==> src/mag_cfg_regs.vh <==
// Constants for the magnetometer measurement and gain configuration bank.
// Assumes inclusion by bare name from files in the same folder.
`ifndef MAG_CFG_REGS_VH
`define MAG_CFG_REGS_VH

// --------------------------------------------------------------------
// Register locations on the serial register pointer
// --------------------------------------------------------------------
`define MEAS_CFG_ADDR      8'h00
`define GAIN_CFG_ADDR      8'h01

// --------------------------------------------------------------------
// Reset values
// --------------------------------------------------------------------
`define MEAS_CFG_RESET     8'h10
`define GAIN_CFG_RESET     8'h20

// --------------------------------------------------------------------
// Field positions
// --------------------------------------------------------------------
`define TEMP_EN_BIT        7
`define AVG_MSB            6
`define AVG_LSB            5
`define RATE_MSB           4
`define RATE_LSB           2
`define FLOW_MSB           1
`define FLOW_LSB           0
`define GAIN_MSB           7
`define GAIN_LSB           5
`define GAIN_WR_MASK       8'he0

// --------------------------------------------------------------------
// Measurement flow codes
// --------------------------------------------------------------------
`define FLOW_NORMAL        2'h0
`define FLOW_POS_BIAS      2'h1
`define FLOW_NEG_BIAS      2'h2
`define FLOW_TEMP_ONLY     2'h3

// --------------------------------------------------------------------
// Output periods at 40 MHz, in clock cycles, one per rate code
// --------------------------------------------------------------------
`define CLK_HZ             40000000
`define PER_0P75HZ         32'd53333333
`define PER_1P5HZ          32'd26666666
`define PER_3HZ            32'd13333333
`define PER_7P5HZ          32'd5333333
`define PER_15HZ           32'd2666666
`define PER_30HZ           32'd1333333
`define PER_75HZ           32'd533333
`define PER_220HZ          32'd181818

`endif

==> src/magnetometer_measurement_config.v <==
// Measurement and gain configuration registers with the measurement
// sequencing controls they steer. Assumes a serial front end that
// has already deframed bytes (msb first) into address/data strobes.
`timescale 1ns/1ps
`default_nettype none
`include "mag_cfg_regs.vh"

module magnetometer_measurement_config #(
    parameter integer PERIOD_SCALE = 1       // Shortens periods in sim
) (
    input  wire        clk,
    input  wire        sys_rst,
    input  wire        wrStrobe,             // Byte write from host port
    input  wire        rdStrobe,             // Byte read from host port
    input  wire [7:0]  regAddr,              // Register pointer
    input  wire [7:0]  wrData,               // Deframed byte, bit 7 first
    input  wire        continuousMode,       // Mode is continuous
    input  wire        measDone,             // Sequencer finished one
    output reg  [7:0]  rdData,               // Read byte
    output reg         tempSenseEnable,      // Temperature measured too
    output reg  [3:0]  avgCount,             // Samples per output
    output reg  [2:0]  outputRateSel,        // Rate code
    output reg         biasPosOe,            // Drive positive bias
    output reg         biasNegOe,            // Drive negative bias
    output reg         magSensorEnable,      // Magnetic path on
    output reg         tempCompEnable,       // Apply compensation
    output reg  [2:0]  gainSel,              // Gain applied to X,Y,Z
    output reg  [10:0] gainCountsPerGauss,   // Nominal gain value
    output reg         measStart,            // Start three-axis set
    output reg         resultReady           // Full set presented
);

    // ----------------------------------------------------------------
    // Storage
    // ----------------------------------------------------------------
    reg  [7:0] measCfg_reg;                  // Measurement config
    reg  [7:0] gainCfg_reg;                  // Gain config
    reg  [2:0] gainPend_reg;                 // Written gain, waiting
    reg  [1:0] gainLag_reg;                  // Measurements to wait
    reg  [1:0] settle_reg;                   // Periods before first set
    reg        busy_reg;                     // Set in progress
    reg        restart_reg;                  // Timer restart pulse

    wire       periodTick;                   // End of output period
    wire       cfgWrite = wrStrobe &&
                 (regAddr == `MEAS_CFG_ADDR || regAddr == `GAIN_CFG_ADDR);

    // ----------------------------------------------------------------
    // Gain lookup, counts per gauss
    // ----------------------------------------------------------------
    function [10:0] gainValue;
        input [2:0] code;
        begin
            case (code)
                3'h0:    gainValue = 11'd1370;
                3'h1:    gainValue = 11'd1090;
                3'h2:    gainValue = 11'd820;
                3'h3:    gainValue = 11'd660;
                3'h4:    gainValue = 11'd440;
                3'h5:    gainValue = 11'd390;
                3'h6:    gainValue = 11'd330;
                default: gainValue = 11'd230;
            endcase
        end
    endfunction

    // ----------------------------------------------------------------
    // Period timer, restarted by any configuration write
    // ----------------------------------------------------------------
    rate_divider #(
        .SCALE      (PERIOD_SCALE)
    ) u_rate (
        .clk        (clk),
        .sys_rst    (sys_rst),
        .restart    (restart_reg),
        .rateSel    (measCfg_reg[`RATE_MSB:`RATE_LSB]),
        .periodTick (periodTick)
    );

    // ----------------------------------------------------------------
    // Register writes; only the gain field of the gain register is
    // kept, so low bits always read zero whatever the host sends
    // ----------------------------------------------------------------
    always @(posedge clk or posedge sys_rst)
    begin
        if (sys_rst)
        begin
            measCfg_reg  <= `MEAS_CFG_RESET;
            gainCfg_reg  <= `GAIN_CFG_RESET;
            restart_reg  <= 1'b0;
        end
        else
        begin
            restart_reg <= cfgWrite;
            if (wrStrobe && regAddr == `MEAS_CFG_ADDR)
                measCfg_reg <= wrData;
            else if (wrStrobe && regAddr == `GAIN_CFG_ADDR)
                gainCfg_reg <= wrData & `GAIN_WR_MASK;
        end
    end

    // ----------------------------------------------------------------
    // Read mux; unknown locations answer zero
    // ----------------------------------------------------------------
    always @(posedge clk or posedge sys_rst)
    begin
        if (sys_rst)
            rdData <= 8'h00;
        else if (rdStrobe)
        begin
            case (regAddr)
                `MEAS_CFG_ADDR: rdData <= measCfg_reg;
                `GAIN_CFG_ADDR: rdData <= gainCfg_reg;
                default:        rdData <= 8'h00;
            endcase
        end
    end

    // ----------------------------------------------------------------
    // Gain pipeline: the measurement already under way, or the next
    // one, still uses the old gain; the new one lands after that
    // ----------------------------------------------------------------
    always @(posedge clk or posedge sys_rst)
    begin
        if (sys_rst)
        begin
            gainSel      <= 3'h1;
            gainPend_reg <= 3'h1;
            gainLag_reg  <= 2'h0;
        end
        else if (wrStrobe && regAddr == `GAIN_CFG_ADDR)
        begin
            gainPend_reg <= wrData[`GAIN_MSB:`GAIN_LSB];
            gainLag_reg  <= 2'h1;
        end
        else if (measDone && gainLag_reg != 2'h0)
        begin
            gainLag_reg <= gainLag_reg - 2'h1;
            gainSel     <= gainPend_reg;
        end
    end

    always @(posedge clk or posedge sys_rst)
    begin
        if (sys_rst)
            gainCountsPerGauss <= 11'd1090;
        else
            gainCountsPerGauss <= gainValue(gainSel);
    end

    // ----------------------------------------------------------------
    // Field decode to sequencer controls
    // ----------------------------------------------------------------
    always @(posedge clk or posedge sys_rst)
    begin
        if (sys_rst)
        begin
            tempSenseEnable <= 1'b0;
            avgCount        <= 4'h1;
            outputRateSel   <= 3'h4;
            biasPosOe       <= 1'b0;
            biasNegOe       <= 1'b0;
            magSensorEnable <= 1'b1;
            tempCompEnable  <= 1'b0;
        end
        else
        begin
            tempSenseEnable <= measCfg_reg[`TEMP_EN_BIT]
                || measCfg_reg[`FLOW_MSB:`FLOW_LSB] == `FLOW_TEMP_ONLY;
            tempCompEnable  <= measCfg_reg[`TEMP_EN_BIT];
            avgCount        <= 4'h1 <<
                               measCfg_reg[`AVG_MSB:`AVG_LSB];
            outputRateSel   <= measCfg_reg[`RATE_MSB:`RATE_LSB];
            case (measCfg_reg[`FLOW_MSB:`FLOW_LSB])
                `FLOW_POS_BIAS:
                begin
                    biasPosOe       <= 1'b1;
                    biasNegOe       <= 1'b0;
                    magSensorEnable <= 1'b1;
                end
                `FLOW_NEG_BIAS:
                begin
                    biasPosOe       <= 1'b0;
                    biasNegOe       <= 1'b1;
                    magSensorEnable <= 1'b1;
                end
                `FLOW_TEMP_ONLY:
                begin
                    biasPosOe       <= 1'b0;
                    biasNegOe       <= 1'b0;
                    magSensorEnable <= 1'b0;
                end
                default:
                begin
                    biasPosOe       <= 1'b0;
                    biasNegOe       <= 1'b0;
                    magSensorEnable <= 1'b1;
                end
            endcase
        end
    end

    // ----------------------------------------------------------------
    // Continuous sequencing: each period starts one three-axis set;
    // results show only once the whole set is done. After a write the
    // first period is dropped so the first set lands at two periods.
    // ----------------------------------------------------------------
    always @(posedge clk or posedge sys_rst)
    begin
        if (sys_rst)
        begin
            settle_reg  <= 2'h1;
            busy_reg    <= 1'b0;
            measStart   <= 1'b0;
            resultReady <= 1'b0;
        end
        else
        begin
            measStart   <= 1'b0;
            resultReady <= 1'b0;
            // The timer restarts a cycle after the write; a tick that
            // lands in that cycle must not count toward the settling
            if (cfgWrite || restart_reg || !continuousMode)
            begin
                settle_reg <= 2'h1;
                busy_reg   <= 1'b0;
            end
            else if (periodTick)
            begin
                if (settle_reg != 2'h0)
                begin
                    settle_reg <= settle_reg - 2'h1;
                    measStart  <= 1'b1;
                    busy_reg   <= 1'b1;
                end
                else
                begin
                    resultReady <= ~busy_reg;
                    measStart   <= 1'b1;
                    busy_reg    <= 1'b1;
                end
            end
            else if (measDone && busy_reg && settle_reg == 2'h0)
                busy_reg <= 1'b0;
        end
    end

endmodule // magnetometer_measurement_config

`default_nettype wire

==> src/rate_divider.v <==
// Output period timer: counts a period selected by the rate code.
// Assumes restart is a same-clock pulse from the configuration block.
`timescale 1ns/1ps
`default_nettype none
`include "mag_cfg_regs.vh"

module rate_divider #(
    parameter integer SCALE = 1             // Divides every period
) (
    input  wire       clk,
    input  wire       sys_rst,
    input  wire       restart,               // Restart period count
    input  wire [2:0] rateSel,               // Rate code
    output reg        periodTick             // One pulse per period
);

    // ----------------------------------------------------------------
    // Period lookup
    // ----------------------------------------------------------------
    function [31:0] periodOf;
        input [2:0] code;
        begin
            case (code)
                3'h0:    periodOf = `PER_0P75HZ;
                3'h1:    periodOf = `PER_1P5HZ;
                3'h2:    periodOf = `PER_3HZ;
                3'h3:    periodOf = `PER_7P5HZ;
                3'h4:    periodOf = `PER_15HZ;
                3'h5:    periodOf = `PER_30HZ;
                3'h6:    periodOf = `PER_75HZ;
                default: periodOf = `PER_220HZ;
            endcase
        end
    endfunction

    wire [31:0] limit = (periodOf(rateSel) / SCALE) + 32'd0; // Scaled
    reg  [31:0] count_reg;                   // Cycles into period

    // ----------------------------------------------------------------
    // Counter; never below one cycle per period
    // ----------------------------------------------------------------
    always @(posedge clk or posedge sys_rst)
    begin
        if (sys_rst)
        begin
            count_reg  <= 32'h0;
            periodTick <= 1'b0;
        end
        else if (restart)
        begin
            count_reg  <= 32'h0;
            periodTick <= 1'b0;
        end
        else if (count_reg + 32'd1 >= limit)
        begin
            count_reg  <= 32'h0;
            periodTick <= 1'b1;
        end
        else
        begin
            count_reg  <= count_reg + 32'd1;
            periodTick <= 1'b0;
        end
    end

endmodule // rate_divider

`default_nettype wire

==> config.mk <==
export PLATFORM = sky130hd
export DESIGN_NAME = magnetometer_measurement_config
export DESIGN_NICKNAME = d
export VERILOG_FILES = /design/src/magnetometer_measurement_config.v /design/src/rate_divider.v
export VERILOG_INCLUDE_DIRS = /design/src
export SDC_FILE = /design/constraint.sdc
export NUM_CORES = 1
export LEC_CHECK = 0
export BUFFER_PORTS_ARGS = -buffer_cell sky130_fd_sc_hd__buf_2
export CORE_UTILIZATION = 46
export CTS_BUF_LIST = sky130_fd_sc_hd__clkbuf_4 sky130_fd_sc_hd__clkbuf_8 sky130_fd_sc_hd__clkbuf_16
export DETAILED_ROUTE_END_ITERATION = 12
export GPL_TIMING_DRIVEN = 0
export PLACE_DENSITY = 0.68
export SYNTH_ARGS = -nofsm -noshare
export SYNTH_HDL_FRONTEND = slang
export SYNTH_SLANG_ARGS = --single-unit
==> constraint.sdc <==
create_clock -name clk -period 4.15 [get_ports clk]
set_input_delay 0.2075 -clock clk [delete_from_list [all_inputs] [get_ports clk]]
set_output_delay 0.2075 -clock clk [all_outputs]
set_load 0.03 [all_outputs]
# After elaboration in Yosys (flattened, before gate mapping)
# Cells that the tools add are included.
# Widths: inputs -> output; s select.
dict set report word_totals {
  out_inout_bits 36
  memories 0
  elab_cells 92
  mem_bits_rw 0
  latchBits 0
  regBits 89
  romBits 0
}
dict set report op_classes {
  muxes 23
  add_sub_neg 3
  magnitude_cmp 1
  mul 0
  n_shift 1
  bitwise 3
  div 0
  n_eq_ne 16
  reduce_logical 24
}
# op count
set ops {}
lappend ops {{$pmux 26 s7} 1}
lappend ops {{$pmux 11 s7} 1}
lappend ops {{$mux 32} 2}
lappend ops {{$add 32x1->32 const B} 1}
lappend ops {{$ge 32x26->1} 1}
lappend ops {{$eq 3x3->1 const B} 6}
lappend ops {{$pmux 8 s2} 1}
lappend ops {{$mux 1} 13}
lappend ops {{$eq 3x2->1 const B} 4}
lappend ops {{$mux 2} 5}
lappend ops {{$reduce_bool 2->1} 5}
lappend ops {{$eq 8x1->1 const B} 1}
lappend ops {{$logic_not 8->1} 1}
lappend ops {{$eq 3x1->1 const B} 2}
lappend ops {{$logic_and 1x1->1} 6}
lappend ops {{$logic_not 3->1} 2}
lappend ops {{$reduce_and 2->1} 3}
lappend ops {{$eq 2x2->1 const B} 2}
lappend ops {{$logic_or 1x1->1} 4}
lappend ops {{$shl 1x2->4 const A} 1}
lappend ops {{$sub 2x1->2 const B} 2}
lappend ops {{$not 1->1} 3}
lappend ops {{$reduce_bool 3->1} 1}
lappend ops {{$eq 2x1->1 const B} 1}
lappend ops {{other kinds (2)} 2}

# Longest topological paths before layout
dict set report depth {
  word_depth 7
  ltp_mapped 14
}

# Modules after synthesis
# Synthesis repeated with hierarchy kept, for this count alone.
dict set report hier_totals {
  hier_cells 416
  hier_area_um2 4690.7
}
# mod seq_area_each_um2 area_per_inst_um2 cells_per_inst n_inst
set modules_own_cells {}
lappend modules_own_cells {rate_divider 825.8 2585.0 270 1}
lappend modules_own_cells {magnetometer_measurement_config 1390.1 2105.8 146 1}

# Worst setup path before layout
# No wires, ideal clock.
dict set report synth_timing {
  path_kind {register -> register}
  start {register u_rate.count_reg[0]}
  end {register u_rate.count_reg[25]}
  slack_ps 301
  setup_time_ps 144
  arrival_time_ps 3705
  path_stages_with_launch 13
  n_path_buf 3
  synth_period_minus_slack_ps 3849
  cell_sequence {dfrtp_1 > ha_1 > clkbuf_1 > nand4_1 > or4_1 > buf_2 > o31a_1 > or2_2 > ha_1 > nand2_1 > o32ai_1 > clkbuf_1 > nor4b_2}
}
dict set report synth_between {
  elab_chain_cells 4
}
# element line_no
set synth_rtl {}
lappend synth_rtl {{from (decl)} rate_divider.v:37} ;# reg [31:0] count_reg;
lappend synth_rtl {{from (signal assigned)} rate_divider.v:61} ;# count_reg <= count_reg + 32'd1;
lappend synth_rtl {{$add 32x1->32 (*)} {rate_divider.v:54, rate_divider.v:61}}
lappend synth_rtl {{$ge 32x26->1} rate_divider.v:54} ;# else if (count_reg + 32'd1 >= limit)
lappend synth_rtl {{$mux 32 (*)} rate_divider.v:54}
lappend synth_rtl {{$mux 32 (*)} rate_divider.v:49} ;# else if (restart)
# Every way passes the cells marked *; elsewhere a longest branch is shown, timed or not.
# A chain may end at the register's enable or synchronous reset.

# Final worst setup path
dict set report layout_timing {
  start {register u_rate.count_reg[6]}
  end {register u_rate.count_reg[11]}
}
# The elaborated chain is that of the path after synthesis.

==> metrics.log <==
[metrics] max-slew violation count: 0
[metrics] clock tree from TritonCTS: yes
[metrics] area fraction of the dominant cell type after synthesis: 39.9%
[metrics] area of the mapped netlist: 4830 µm²
[metrics] clk root buf: sky130_fd_sc_hd__clkbuf_8
[metrics] number of buffers on the longest clock path: 2
[metrics] Initial DRT Pass Iterations: 5
[metrics] Post-layout nets: 584
[metrics] most frequent cells in the layout: sky130_fd_sc_hd__dfrtp_1 (77), sky130_fd_sc_hd__buf_2 (59), sky130_fd_sc_hd__nand2_1 (57)
[metrics] Synth warnings: 0
[metrics] P&R area growth vs syn: 15.0%
[metrics] arrival time at the worst endpoint: 4.17 ns
[metrics] hold violation count in the final report: 0
[metrics] path class of the lowest-slack min-delay path: primary input to flop
[metrics] VDD IR max: 0.202 mV
[metrics] DP HPWL: 7890 µm
[metrics] required time at the worst-slack endpoint: 4.42 ns
[metrics] ys flop type: sky130_fd_sc_hd__dfrtp_1
[metrics] wire length of the first global-routing pass: 17,700 µm
[metrics] area used by multi-input combinational logic: 2480 µm²
[metrics] Total GRT Usage: 20.5%
[metrics] Sinks on Clock Net: 88
[metrics] Power per Cell Area: 328 nW/µm²
[metrics] H-tree depth: 3
[metrics] proportion of layout cells with a drive suffix above 1: 27.1%
[metrics] hold path depth: 2
[metrics] combinational family with the most area after synthesis: simple AND/OR/NAND/NOR gates
[metrics] vias in the first global route: 3,684
[metrics] most common cell after layout, fill and taps aside: sky130_fd_sc_hd__dfrtp_1
[metrics] FMAX: 0.257 GHz
[metrics] vias: 3,716
[metrics] number of nets still failing antenna checks after routing: 0
[metrics] xor and xnor fraction of the mapped netlist area: 3.44%
[metrics] count of filler cells inserted in the layout: 945
[metrics] unrepaired setup endpoints after global routing: no
[metrics] number of enable flip-flop cells after synthesis: 0
[metrics] cell count after placement: 658
[metrics] count of final setup violators: 0
[metrics] post-route worst setup slack: 0.255 ns
[metrics] core region area: 10,300 µm²
[metrics] dominant cell type by area after synthesis: sky130_fd_sc_hd__dfrtp_1
[metrics] status: completed
[metrics] Core Rows: 37
[metrics] vertical die dimension: 105 µm
[metrics] clock buffer count from CTS: 9
[metrics] placed cell area: 5330 µm²
[metrics] largest stage delay on the critical path: 0.58 ns
[metrics] synthesized flop and latch total: 88
[metrics] final RePlAce weighted congestion: 0.861
[metrics] worst-case clock skew: 0.0117 ns
[metrics] critical path startpoint category: flop
[metrics] distinct cell type count of the synthesized netlist: 55
[metrics] buffers inserted by post-CTS timing repair: 0
[metrics] Avg Vias per Cell: 5.51
[metrics] register area: 2220 µm²
[metrics] leading post-synthesis cells by cell area: sky130_fd_sc_hd__dfrtp_1 (40%), sky130_fd_sc_hd__ha_1 (7.5%), sky130_fd_sc_hd__dfstp_2 (6.0%)
[metrics] cell class contributing the biggest share of worst-path delay: simple AND/OR/NAND/NOR gates
[metrics] worst-case reg-to-reg path depth: 12
[metrics] maximum number of pins on one net before global-route repair: 70
[metrics] diodes inserted: 0
[metrics] cell chain of the critical path: nand4_1, or4_4, buf_6, or4_1, nand2_1, ha_1, a21oi_1, o21ai_0, a211oi_1, o32ai_4, buf_2, nor4_2
[metrics] mean routed wirelength per cell: 15.6 µm
[metrics] Post-Synth Adder-Cell Area: 7.51%
[metrics] share of synthesized flip-flops with an asynchronous set or reset: 100%
[metrics] hold slack: 0.0475 ns
[metrics] number of primary I/O pins: 58
[metrics] die outline width: 105 µm
[metrics] part of the Yosys area used for sequential elements: 45.8%
[metrics] number of cells produced by synthesis: 460
[metrics] non-filler cells in the finished layout: 674
[metrics] final instance area: 5560 µm²
[metrics] number of maximum-capacitance constraint violations: 0
[metrics] minimum clock period: 3.90 ns
[metrics] tightest slew margin relative to the limit: 60.2%
[metrics] Largest register FFs: 32
[metrics] Critical Path Fanout Max: 10
[metrics] average size of a mapped cell: 10.5 µm²
[metrics] post-CTS clock slew at the launch and capture registers of the worst setup and hold paths: 0.10 ns
[metrics] compound-cell area share of the yosys netlist: 10.0%
[metrics] Starting Density: 47.0%
[metrics] static leakage: 0.00257 µW
[metrics] cell with the biggest individual delay on the critical path: sky130_fd_sc_hd__or4_4
[metrics] Critical Setup Path Class: flop to flop
[metrics] Worst Path Buf+Inv: 2
[metrics] simple logic cell fraction of the synthesized area: 24.7%
[metrics] number of violations reported at the end of detailed-routing iteration 0: 156
[metrics] Period Utilization, post-route: 93.9%
[metrics] die area: 10,900 µm²
[metrics] remaining design rule violation count: 0
[metrics] number of antenna violations at the first check in global routing: 0
[metrics] measured slew at the worst slew-check pin: 0.591 ns
[metrics] power after layout: 1820 µW
[metrics] final wirelength: 10,500 µm
[metrics] multiplexer share of the synthesized area: 4.58%
[metrics] Port Buffer Count: 55
[metrics] overflow left after global routing: 0
[metrics] Clk Latency, worst-skew pair: 0.37 ns
[metrics] CP Capture Type: flop
[metrics] number of stages on the worst setup path: 12
[metrics] Setup Slack @ Placement: -0.672 ns
[logic make-up (layout without fill, tap and decap cells)]
family,Yosys count,after routing
mux,20,20
simple gates,191,191
compound gates,71,71
other cells,1,7
xor+xnor,19,19
fa+ha+maj,29,29
buf+inv,41,113
flops,88,88
[power breakdown]
part | switching (µW) | internal (µW)
clock network | 352 | 235
logic | 180 | 107
registers | 32.4 | 918
total | 564 | 1260
[per-stage QoR]
stage	util, %	setup TNS, ns
3_3_place_gp	51.6	-11.51
2_1_floorplan	-	0
3_5_place_dp	51.9	-13.46
4_1_cts	54.0	0
6_report	54.1	0
5_1_grt	54.1	0
[layer usage]
| metal | share of wire (%) | global-route usage, % | vias to the layer above |
|---|---|---|---|
| met3 | 4.2 | 3.82 | 15 |
| met1 | 45 | 26.9 | 1812 |
| met2 | 49 | 34.5 | 88 |
| li1 | - | - | 1801 |
| met5 | 0 | 0 | - |
| met4 | 1.5 | 6.12 | 0 |
[path summary, 6_finish.rpt]
| kind | from | end | slack (ns) |
|---|---|---|---|
| worst max-delay path | u_rate.count_reg[6] | u_rate.count_reg[11] | 0.25 |
| worst min-delay path | wrData[3] | measCfg_reg[3] | 0.05 |
| worst max register to register | u_rate.count_reg[6] | u_rate.count_reg[11] | 0.25 |
| worst min register to register | measCfg_reg[4] | outputRateSel[2] | 0.39 |
| max in group asynchronous | sys_rst | magSensorEnable | 3.16 |
| min in group asynchronous | sys_rst | u_rate.count_reg[21] | 0.33 |
[what timing repair did]
item,4_1_cts,5_1_grt
hold buffers,1,0
gates resized for setup,4,4
setup endpoints to repair,27,20
endpoints found under the hold margin,18,0
[final cells by class]
| type | instances | area share (%) |
|---|---|---|
| multi-input cells | 337 | 44.6 |
| clock buffers | 9 | 2.23 |
| well taps | 136 | 3.06 |
| repair buffers | 57 | 5.63 |
| inverters | 19 | 1.33 |
| clock inverters | 7 | 1.22 |
| flip-flops and latches | 88 | 39.9 |
| plain buffers | 21 | 2.05 |
[Yosys cell counts, types with 4 or more instances]
library cell	instances
sky130_fd_sc_hd__or3_1	4
sky130_fd_sc_hd__nor2_1	17
sky130_fd_sc_hd__nor4_1	4
sky130_fd_sc_hd__dfrtp_1	77
sky130_fd_sc_hd__and2_1	6
sky130_fd_sc_hd__nor4_2	19
sky130_fd_sc_hd__nand2_1	57
sky130_fd_sc_hd__nand3_1	13
sky130_fd_sc_hd__a21oi_1	19
sky130_fd_sc_hd__o21ai_0	17
sky130_fd_sc_hd__a211oi_1	5
sky130_fd_sc_hd__a22o_1	5
sky130_fd_sc_hd__nor4b_1	4
sky130_fd_sc_hd__nor2b_1	10
sky130_fd_sc_hd__and4_1	5
sky130_fd_sc_hd__and3_1	7
sky130_fd_sc_hd__nand2b_1	7
sky130_fd_sc_hd__nor3_1	5
sky130_fd_sc_hd__dfstp_2	11
sky130_fd_sc_hd__inv_1	19
sky130_fd_sc_hd__xnor2_1	16
sky130_fd_sc_hd__ha_1	29
sky130_fd_sc_hd__or2_2	7
sky130_fd_sc_hd__or4_1	6
sky130_fd_sc_hd__a31oi_1	4
sky130_fd_sc_hd__mux2_2	16
sky130_fd_sc_hd__clkbuf_1	14
sky130_fd_sc_hd__nand4_1	11
Note: power is estimated with default switching activity, not from simulation.
